--- src/design/msc_pkg.sv ---
package msc_pkg;
	// sensor layouts
	typedef enum logic [1:0] {
		MSC_CONC = 2'h0,
		MSC_LSHAPE = 2'h1,
		MSC_SEQ = 2'h2,
		MSC_TSHAPE = 2'h3
	} msc_layout_t;
	// travel direction
	typedef enum logic [1:0] {
		MSC_UP = 2'h0,
		MSC_DOWN = 2'h1,
		MSC_BIDIRECTIONAL = 2'h2
	} msc_dir_t;
	// cycle states
	typedef enum logic [3:0] {
		MSC_IDLE = 4'h1,
		MSC_PAIR = 4'h2,
		MSC_MUTE = 4'h4,
		MSC_BLIND = 4'h8
	} msc_state_t;
	////////////////////////////////////////////////////////////////
	// timing
	localparam int CLK_HZ = 32'h0131_2D00;
	localparam int MS_PER_S = 32'h0000_03E8;
	localparam int MS_CYCLES = CLK_HZ / MS_PER_S;
	localparam logic [19:0] MIN_SENS_MS = 20'h0_0096;
	////////////////////////////////////////////////////////////////
	// register byte offsets
	localparam logic [7:0] ADDR_CTRL = 8'h00;
	localparam logic [7:0] ADDR_SENS = 8'h04;
	localparam logic [7:0] ADDR_TMO = 8'h08;
	localparam logic [7:0] ADDR_BLIND = 8'h0C;
	localparam logic [7:0] ADDR_LEND = 8'h10;
	localparam logic [7:0] ADDR_STAT = 8'h14;
	// control field positions
	localparam int CTL_LAYOUT = 0;
	localparam int CTL_DIR = 2;
	localparam int CTL_CLOSE_SENSOR = 4;
	localparam int CTL_EN_OPT = 5;
	localparam int CTL_EN_ONLY = 6;
	localparam int CTL_BLIND = 7;
	localparam int CTL_MIN_TIME = 8;
	localparam int CTL_NO_TMO = 9;
	// values after reset, times in ms
	localparam logic [9:0] RST_CTRL = 10'h008;
	localparam logic [19:0] RST_SENS_MS = 20'h0_1388;
	localparam logic [19:0] RST_TMO_MS = 20'h0_2710;
	localparam logic [19:0] RST_BLIND_MS = 20'h0_00FA;
	localparam logic [19:0] RST_LEND_MS = 20'h0_09C4;
endpackage : msc_pkg

--- src/design/msc_evt_if.sv ---
`timescale 1ns/1ns
interface msc_evt_if;
	logic ms_tick;
	logic en_rise;
	logic en_fall;
	modport div (output ms_tick);
	modport edg (output en_rise, output en_fall);
	modport core (input ms_tick, input en_rise, input en_fall);
endinterface : msc_evt_if

--- src/design/msc_en_edge.sv ---
`timescale 1ns/1ns
module msc_en_edge (
	// clock and reset
	input logic clk,
	input logic rstn,
	// enable input
	input logic enable_in,
	// edge events
	msc_evt_if.edg evt
);
	logic en_prev;

	always_ff @(posedge clk or negedge rstn)
	begin
		if (!rstn)
			en_prev <= 1'b0;
		else
			en_prev <= enable_in;
	end

	// only edges count, never a static level
	assign evt.en_rise = enable_in & ~en_prev;
	assign evt.en_fall = ~enable_in & en_prev;
endmodule : msc_en_edge

--- src/design/msc_muting.sv ---
// Decided for this implementation: the register addresses and register access over APB.
`timescale 1ns/1ns
module msc_muting #(
	parameter int MS_CYCLES = msc_pkg::MS_CYCLES
) (
	// clock and reset
	input logic clk,
	input logic rstn,
	// apb slave
	input logic psel,
	input logic penable,
	input logic pwrite,
	input logic [7:0] paddr,
	input logic [31:0] pwdata,
	output logic [31:0] prdata,
	output logic pready,
	output logic pslverr,
	// sensors, guard, enable
	input logic sensor_a,
	input logic sensor_b,
	input logic sensor_c,
	input logic sensor_d,
	input logic guard_in,
	input logic enable_in,
	// outputs
	output logic safe_out,
	output logic muting_active,
	output logic blind_active
);
	msc_evt_if evt();
	msc_pkg::msc_state_t state;
	msc_pkg::msc_state_t next_state;
	msc_pkg::msc_layout_t cfg_layout;
	msc_pkg::msc_dir_t cfg_dir;
	logic cfg_close_sensor;
	logic cfg_en_opt;
	logic cfg_en_only;
	logic cfg_blind;
	logic cfg_min;
	logic cfg_no_tmo;
	logic [19:0] sens_ms;
	logic [19:0] tmo_ms;
	logic [19:0] blind_ms;
	logic [19:0] lend_ms;
	logic [19:0] cnt;
	logic [19:0] l_cnt;
	logic armed;
	logic en_ok;
	logic clean;
	logic dir_dn;
	logic next_dn;
	logic guard_low_seen;
	logic third_seen;
	logic l_released;
	logic four_sensor;
	logic prelim;
	logic up_cand;
	logic dn_cand;
	logic up_allow;
	logic dn_allow;
	logic pair_both;
	logic pair_any;
	logic lead_clear;
	logic third_occ;
	logic normal_close;
	logic abort;
	logic start;
	logic fail;
	logic wr;
	logic rd_setup;
	logic mapped;

	msc_tick_div #(.CYC(MS_CYCLES)) u_div (
		.clk(clk),
		.rstn(rstn),
		.evt(evt)
	);

	msc_en_edge u_edge (
		.clk(clk),
		.rstn(rstn),
		.enable_in(enable_in),
		.evt(evt)
	);

	////////////////////////////////////////////////////////////////
	// apb register access
	assign mapped = (paddr == msc_pkg::ADDR_CTRL) || (paddr == msc_pkg::ADDR_SENS) ||
		(paddr == msc_pkg::ADDR_TMO) || (paddr == msc_pkg::ADDR_BLIND) ||
		(paddr == msc_pkg::ADDR_LEND) || (paddr == msc_pkg::ADDR_STAT);
	assign pready = psel & penable;
	assign pslverr = psel & penable & ~mapped;
	assign wr = psel & penable & pwrite & mapped;
	assign rd_setup = psel & ~penable & ~pwrite;

	always_ff @(posedge clk or negedge rstn)
	begin
		if (!rstn)
		begin
			cfg_layout <= msc_pkg::msc_layout_t'(msc_pkg::RST_CTRL[1:0]);
			cfg_dir <= msc_pkg::msc_dir_t'(msc_pkg::RST_CTRL[3:2]);
			cfg_close_sensor <= msc_pkg::RST_CTRL[msc_pkg::CTL_CLOSE_SENSOR];
			cfg_en_opt <= msc_pkg::RST_CTRL[msc_pkg::CTL_EN_OPT];
			cfg_en_only <= msc_pkg::RST_CTRL[msc_pkg::CTL_EN_ONLY];
			cfg_blind <= msc_pkg::RST_CTRL[msc_pkg::CTL_BLIND];
			cfg_min <= msc_pkg::RST_CTRL[msc_pkg::CTL_MIN_TIME];
			cfg_no_tmo <= msc_pkg::RST_CTRL[msc_pkg::CTL_NO_TMO];
			sens_ms <= msc_pkg::RST_SENS_MS;
			tmo_ms <= msc_pkg::RST_TMO_MS;
			blind_ms <= msc_pkg::RST_BLIND_MS;
			lend_ms <= msc_pkg::RST_LEND_MS;
		end
		else if (wr)
		begin
			case (paddr)
				msc_pkg::ADDR_CTRL:
				begin
					cfg_layout <= msc_pkg::msc_layout_t'(pwdata[msc_pkg::CTL_LAYOUT +: 2]);
					cfg_dir <= msc_pkg::msc_dir_t'(pwdata[msc_pkg::CTL_DIR +: 2]);
					cfg_close_sensor <= pwdata[msc_pkg::CTL_CLOSE_SENSOR];
					cfg_en_opt <= pwdata[msc_pkg::CTL_EN_OPT];
					cfg_en_only <= pwdata[msc_pkg::CTL_EN_ONLY];
					cfg_blind <= pwdata[msc_pkg::CTL_BLIND];
					cfg_min <= pwdata[msc_pkg::CTL_MIN_TIME];
					cfg_no_tmo <= pwdata[msc_pkg::CTL_NO_TMO];
				end
				msc_pkg::ADDR_SENS: sens_ms <= pwdata[19:0];
				msc_pkg::ADDR_TMO: tmo_ms <= pwdata[19:0];
				msc_pkg::ADDR_BLIND: blind_ms <= pwdata[19:0];
				msc_pkg::ADDR_LEND: lend_ms <= pwdata[19:0];
				default: ;
			endcase
		end
	end

	// read data is latched in the setup cycle
	always_ff @(posedge clk or negedge rstn)
	begin
		if (!rstn)
			prdata <= 32'h0000_0000;
		else if (rd_setup)
		begin
			case (paddr)
				msc_pkg::ADDR_CTRL: prdata <= {22'h00_0000, cfg_no_tmo, cfg_min, cfg_blind, cfg_en_only,
					cfg_en_opt, cfg_close_sensor, cfg_dir, cfg_layout};
				msc_pkg::ADDR_SENS: prdata <= {12'h000, sens_ms};
				msc_pkg::ADDR_TMO: prdata <= {12'h000, tmo_ms};
				msc_pkg::ADDR_BLIND: prdata <= {12'h000, blind_ms};
				msc_pkg::ADDR_LEND: prdata <= {12'h000, lend_ms};
				msc_pkg::ADDR_STAT: prdata <= {17'h0_0000, armed, clean, dir_dn, blind_active, muting_active,
					safe_out, state, guard_in, sensor_d, sensor_c, sensor_b, sensor_a};
				default: prdata <= 32'h0000_0000;
			endcase
		end
	end

	////////////////////////////////////////////////////////////////
	// enable arming
	always_ff @(posedge clk or negedge rstn)
	begin
		if (!rstn)
			armed <= 1'b0;
		else if (evt.en_rise)
			armed <= 1'b1;
		else if (start || (evt.en_fall && !cfg_en_only))
			armed <= 1'b0;
	end

	assign en_ok = !cfg_en_opt || armed;

	////////////////////////////////////////////////////////////////
	// sensor decode
	assign four_sensor = (cfg_layout == msc_pkg::MSC_CONC) || (cfg_layout == msc_pkg::MSC_SEQ);
	assign prelim = four_sensor ? (guard_in && !sensor_a && !sensor_b && !sensor_c && !sensor_d)
		: (guard_in && !sensor_a && !sensor_b);
	assign up_allow = (cfg_dir == msc_pkg::MSC_UP) || (cfg_dir == msc_pkg::MSC_BIDIRECTIONAL) || !four_sensor;
	assign dn_allow = ((cfg_dir == msc_pkg::MSC_DOWN) || (cfg_dir == msc_pkg::MSC_BIDIRECTIONAL)) && four_sensor;

	always_comb
	begin
		up_cand = 1'b0;
		dn_cand = 1'b0;
		case (cfg_layout)
			msc_pkg::MSC_CONC:
			begin
				up_cand = (sensor_a || sensor_b) && !sensor_c && !sensor_d;
				dn_cand = (sensor_c || sensor_d) && !sensor_a && !sensor_b;
			end
			msc_pkg::MSC_SEQ:
			begin
				up_cand = sensor_a && !sensor_c && !sensor_d;
				dn_cand = sensor_d && !sensor_a && !sensor_b;
			end
			default: up_cand = sensor_a || sensor_b;
		endcase
	end

	assign pair_both = dir_dn ? (sensor_c && sensor_d) : (sensor_a && sensor_b);
	assign pair_any = dir_dn ? (sensor_c || sensor_d) : (sensor_a || sensor_b);
	assign lead_clear = dir_dn ? (!sensor_c && !sensor_d) : (!sensor_a && !sensor_b);
	assign third_occ = dir_dn ? sensor_b : sensor_c;

	////////////////////////////////////////////////////////////////
	// cycle control
	assign start = (state == msc_pkg::MSC_IDLE) && clean && en_ok &&
		((up_cand && up_allow) || (dn_cand && dn_allow));
	// a sensor in the wrong order or, in the sequential layout, a b-first sequence drops the cycle
	assign fail = (state == msc_pkg::MSC_IDLE) && clean && en_ok && !prelim && !start &&
		(sensor_a || sensor_b || (four_sensor && (sensor_c || sensor_d)));
	assign abort = (cfg_en_opt && !cfg_en_only && evt.en_fall) ||
		(!cfg_no_tmo && (cnt >= tmo_ms)) ||
		((cfg_layout == msc_pkg::MSC_LSHAPE) && l_released && (l_cnt >= lend_ms));
	assign normal_close = (four_sensor && cfg_close_sensor) ?
		(third_seen && !third_occ) :
		(guard_low_seen && guard_in && lead_clear);

	always_comb
	begin
		next_state = state;
		next_dn = dir_dn;
		case (state)
			msc_pkg::MSC_IDLE:
			begin
				if (start)
				begin
					next_state = msc_pkg::MSC_PAIR;
					next_dn = !(up_cand && up_allow);
				end
			end
			msc_pkg::MSC_PAIR:
			begin
				if (cfg_en_opt && !cfg_en_only && evt.en_fall)
					next_state = msc_pkg::MSC_IDLE;
				else if (pair_both)
				begin
					if ((cnt <= sens_ms) && (!cfg_min || (cnt >= msc_pkg::MIN_SENS_MS)))
						next_state = msc_pkg::MSC_MUTE;
					else
						next_state = msc_pkg::MSC_IDLE;
				end
				else if (!pair_any || (cnt > sens_ms))
					next_state = msc_pkg::MSC_IDLE;
			end
			msc_pkg::MSC_MUTE:
			begin
				if (abort)
					next_state = msc_pkg::MSC_IDLE;
				else if (normal_close)
				begin
					if (cfg_blind && (!four_sensor || !cfg_close_sensor))
						next_state = msc_pkg::MSC_BLIND;
					else
						next_state = msc_pkg::MSC_IDLE;
				end
			end
			msc_pkg::MSC_BLIND:
			begin
				if (cnt >= blind_ms)
					next_state = msc_pkg::MSC_IDLE;
			end
			default: next_state = msc_pkg::MSC_IDLE;
		endcase
	end

	always_ff @(posedge clk or negedge rstn)
	begin
		if (!rstn)
		begin
			state <= msc_pkg::MSC_IDLE;
			dir_dn <= 1'b0;
		end
		else
		begin
			state <= next_state;
			dir_dn <= next_dn;
		end
	end

	// preliminary condition must be seen again before each cycle
	always_ff @(posedge clk or negedge rstn)
	begin
		if (!rstn)
			clean <= 1'b0;
		else if (state != msc_pkg::MSC_IDLE || next_state != msc_pkg::MSC_IDLE || fail)
			clean <= 1'b0;
		else if (prelim)
			clean <= 1'b1;
		else if (!guard_in)
			clean <= 1'b0;
	end

	////////////////////////////////////////////////////////////////
	// millisecond counters
	always_ff @(posedge clk or negedge rstn)
	begin
		if (!rstn)
			cnt <= 20'h0_0000;
		else if (next_state != state)
			cnt <= 20'h0_0000;
		else if (evt.ms_tick && (cnt != 20'hF_FFFF))
			cnt <= cnt + 20'h0_0001;
	end

	always_ff @(posedge clk or negedge rstn)
	begin
		if (!rstn)
		begin
			l_released <= 1'b0;
			l_cnt <= 20'h0_0000;
		end
		else if (state != msc_pkg::MSC_MUTE)
		begin
			l_released <= 1'b0;
			l_cnt <= 20'h0_0000;
		end
		else if (!sensor_a)
		begin
			l_released <= 1'b1;
			if (l_released && evt.ms_tick && (l_cnt != 20'hF_FFFF))
				l_cnt <= l_cnt + 20'h0_0001;
		end
	end

	// progress of the load through the opening
	always_ff @(posedge clk or negedge rstn)
	begin
		if (!rstn)
		begin
			guard_low_seen <= 1'b0;
			third_seen <= 1'b0;
		end
		else if (state != msc_pkg::MSC_MUTE)
		begin
			guard_low_seen <= 1'b0;
			third_seen <= 1'b0;
		end
		else
		begin
			if (!guard_in)
				guard_low_seen <= 1'b1;
			if (third_occ)
				third_seen <= 1'b1;
		end
	end

	////////////////////////////////////////////////////////////////
	// outputs
	always_ff @(posedge clk or negedge rstn)
	begin
		if (!rstn)
		begin
			muting_active <= 1'b0;
			blind_active <= 1'b0;
			safe_out <= 1'b0;
		end
		else
		begin
			muting_active <= (next_state == msc_pkg::MSC_MUTE);
			blind_active <= (next_state == msc_pkg::MSC_BLIND);
			safe_out <= guard_in || (next_state == msc_pkg::MSC_MUTE) ||
				(next_state == msc_pkg::MSC_BLIND);
		end
	end
endmodule : msc_muting

--- src/design/msc_tick_div.sv ---
`timescale 1ns/1ns
module msc_tick_div #(
	parameter int CYC = msc_pkg::MS_CYCLES
) (
	// clock and reset
	input logic clk,
	input logic rstn,
	// millisecond enable
	msc_evt_if.div evt
);
	logic [19:0] div_cnt;

	always_ff @(posedge clk or negedge rstn)
	begin
		if (!rstn)
		begin
			div_cnt <= 20'h0_0000;
			evt.ms_tick <= 1'b0;
		end
		else if (div_cnt == 20'(CYC - 1))
		begin
			div_cnt <= 20'h0_0000;
			evt.ms_tick <= 1'b1;
		end
		else
		begin
			div_cnt <= div_cnt + 20'h0_0001;
			evt.ms_tick <= 1'b0;
		end
	end
endmodule : msc_tick_div

--- config.mk ---
export PLATFORM = sky130hd
export DESIGN_NAME = msc_muting
export DESIGN_NICKNAME = d
export VERILOG_FILES = /design/src/design/msc_pkg.sv /design/src/design/msc_evt_if.sv /design/src/design/msc_en_edge.sv /design/src/design/msc_muting.sv /design/src/design/msc_tick_div.sv
export SDC_FILE = /design/constraint.sdc
export NUM_CORES = 1
export LEC_CHECK = 0
export BUFFER_PORTS_ARGS = -buffer_cell sky130_fd_sc_hd__buf_2
export CORE_MARGIN = 8
export CORE_UTILIZATION = 45
export DETAILED_ROUTE_END_ITERATION = 16
export GPL_TIMING_DRIVEN = 1
export PLACE_DENSITY_LB_ADDON = 0.2
export REMOVE_ABC_BUFFERS = 1
export SKIP_LAST_GASP = 1
export SLEW_MARGIN = 20
export SYNTH_ARGS = -nofsm -noshare
export SYNTH_HDL_FRONTEND = slang
export SYNTH_SLANG_ARGS = --single-unit
export TNS_END_PERCENT = 10
--- constraint.sdc ---
create_clock -name clk -period 2.7 [get_ports clk]
set_input_delay 0.135 -clock clk [delete_from_list [all_inputs] [get_ports clk]]
set_output_delay 0.135 -clock clk [all_outputs]
set_load 0.02 [all_outputs]
==> flow_metrics.env <==
export IMPL_status="complete, but fails checks"
export IMPL_violations="setup timing"
export IMPL_gp_congestion=0.901
export IMPL_clkTransAtPathRegs_ns=0.08
export IMPL_tightest_slew_ns=0.667
export IMPL_nets=1377
export IMPL_timing_rr_start="sens_ms[12]"
export IMPL_drive_gt1_frac=0.232
export IMPL_finalHoldViolCount=0
export IMPL_fin_skew_ns=0.0123
export IMPL_rsz0062_at_grt="yes"
export IMPL_hold_worst_slack_ns=0.00733
export IMPL_diodes=0
export IMPL_start_kind="flop"
export IMPL_grt_pass1_vias=8639
export IMPL_cellPowerDensity_nw_per_um2=443
export IMPL_dp_hpwl_um=22100
export IMPL_synthesis_area_um2=10700
export IMPL_viasPerCell=5.41
export IMPL_clkLatencyLatePin_ns=0.44
export IMPL_final_period_utilization=1.03
export IMPL_track_usage=0.207
export IMPL_min_path_type="primary input to flop"
export IMPL_drv_slew=0
export IMPL_startpoint="sens_ms[12]"
export IMPL_maxSlewHeadroom=0.555
export IMPL_max_stage_delay_ns=0.58
export IMPL_antenna_found_initial=0
export IMPL_die_h_um=170
export IMPL_setup_viol=21
export IMPL_period_needed_ns=2.79
export IMPL_layout_commonest_cell="dfrtp_1"
export IMPL_synth_seq_cells=185
export IMPL_netlist_instances=1110
export IMPL_layout_setup_ws_ns=-0.0855
export IMPL_wl_um=29100
export IMPL_layout_common_cells="162 x dfrtp_1, 126 x nand2_1, 93 x inv_1"
export IMPL_num_vias=8512
export IMPL_drtIter0Drc=680
export IMPL_cp_arrival_ns=3.14
export IMPL_grt_pass1_wl_um=46800
export IMPL_htree_num_levels=4
export IMPL_crit_type="flop to flop"
export IMPL_clock_sinks=185
export IMPL_drt_pass1_iter_count=6
export IMPL_wl_per_cell_um=18.5
export IMPL_synthFlopType="dfrtp_1"
export IMPL_floorplan_core_area_um2=23400
export IMPL_route_detailed_drc=0
export IMPL_synth_edf_count=0
export IMPL_placed_cell_area_um2=11800
export IMPL_grt_overflow_total=0
export IMPL_io_pins=88
export IMPL_cts_root_buf="clkbuf_16"
export IMPL_synthArstFlopShare=1.00
export IMPL_ant_nets=0
export IMPL_fmax_ghz=0.359
export IMPL_crit_family="simple AND/OR/NAND/NOR gates"
export IMPL_cap_viol_max_count=0
export IMPL_fp_row_count=56
export IMPL_peakVddDrop_uv=383
export IMPL_pre_cts_ws_ns=-0.203
export IMPL_yosys_warnings=0
export IMPL_start_util=0.458
export IMPL_cts_buffers=17
export IMPL_fin_setup_tns_ns=-1.32
export IMPL_cts_tree="done"
export IMPL_hp_start="pwdata[10]"
export IMPL_grt_max_degree=67
export IMPL_portBuffers=63
export IMPL_die_area_um2=29000
export IMPL_areaGrowthSynthToFinish_pct=18.4
export IMPL_end_kind="flop"
export IMPL_worstPathCellList="inv_1 -> ha_1 -> nand4_1 -> or4_4 -> nor3_4 -> o21bai_4 -> o21ai_1 -> o31a_1 -> buf_12 -> nor3_1"
export IMPL_cp_slowest_cell="or4_4"
export IMPL_required_ns=3.05
export IMPL_die_x_um=170
export IMPL_path_max_fanout=20
export IMPL_ys_types=66
export IMPL_cts_buffer_depth=2
export IMPL_final_area_um2=12700
export IMPL_seq_area_frac_synth=0.435
export IMPL_p_leak_nw=5.95
export IMPL_crit_buf_inv=2
export IMPL_fin_util=0.542
export IMPL_avgSynthCellArea_um2=9.65
-- final timing paths --
check | cells after the start | slack [ns] | endpoint
min | 3 | 0.007 | sens_ms[10]
min reg2reg | 1 | 0.45 | armed
max reg2reg | 10 | -0.09 | cnt[17]
max in group asynchronous | 3 | 1.59 | blind_ms[4]
min in group asynchronous | 2 | 0.26 | sens_ms[16]
max | 10 | -0.09 | cnt[17]
-- cell families (layout without fill, tap and decap cells) --
family          count (synthesis)  count (layout)  synth area share
compound gates                204             204             0.114
xor+xnor                       54              54            0.0456
fa+ha+maj                      86              86             0.100
buf+inv                       144             276            0.0561
flops                         185             185             0.435
mux                            92              92            0.0940
other cells                     1              12          0.000350
simple gates                  344             344             0.154
-- state kept, by name, summed over array words and instances (netlist names), 2 cells and up --
register,cells
blind_ms,20
cnt,20
l_cnt,20
lend_ms,20
prdata,20
sens_ms,20
tmo_ms,20
u_div.div_cnt,20
state,4
cfg_dir,2
cfg_layout,2
-- layer usage --
layer | track usage | wire [um] | up-vias
met4 | 0.0683 | 759 | 0
met5 | 0 | 0 | -
met1 | 0.276 | 13600 | 4139
met3 | 0.0320 | 1260 | 45
li1 | - | - | 4130
met2 | 0.338 | 13500 | 198
-- power by group --
part / switching [W] / internal, W / leakage (nW)
sequential: 0.0000124 / 0.00278 / 2.39
combinational: 0.000217 / 0.0000956 / 3.28
clock: 0.00120 / 0.00131 / 0.276
-- timing repair --
action | 4_1_cts | 5_1_grt
hold buffers | 14 | 0
gates resized for setup | 7 | 17
setup buffers | 1 | 1
endpoints found under the hold margin | 77 | 0
pin swaps | 2 | 1
gates cloned | 0 | 0
setup endpoints to repair | 25 | 25
-- synthesized netlist by cell type (all sizes together), types with 10 or more instances --
cell / n / area [um^2]
mux2i: 23 / 230
xor2: 27 / 236
inv: 93 / 349
ha: 86 / 1080
dfrtp: 162 / 4050
mux2: 69 / 777
nand3: 35 / 180
buf: 21 / 139
nor3: 37 / 190
nor2: 57 / 214
or3: 10 / 62.6
nand2: 126 / 473
o21ai: 87 / 435
xnor2: 27 / 251
a21oi: 52 / 260
dfstp: 23 / 604
clkbuf: 30 / 113
nand4: 26 / 163
-- through the flow --
stage	total power, W	cells
after floorplan	0.00294	1070
after global placement	0.00314	1524
after detailed placement	0.00314	1524
after CTS	0.00566	1571
after global routing	0.00581	1572
final	0.00562	1572
-- layout make-up --
class,count,area [um^2]
Clock buffer,17,425
Multi-Input combinational cell,792,5630
Timing Repair Buffer,151,1070
Clock inverter,15,156
Inverter,93,349
Sequential cell,185,4660
Fill cell,2180,10700
Tap cell,319,399
-- worst register-to-register path: cells and delay by family (launching register included) --
family / cells / cell delay, ns
buffers and inverters: 2 / 0.23
AO/OA/AOI/OAI: 3 / 0.56
AND/OR/NAND/NOR: 4 / 1.12
flip-flops: 1 / 0.53
adder cells (fa/ha/maj): 1 / 0.27
Power figures use the tool's default switching activity.
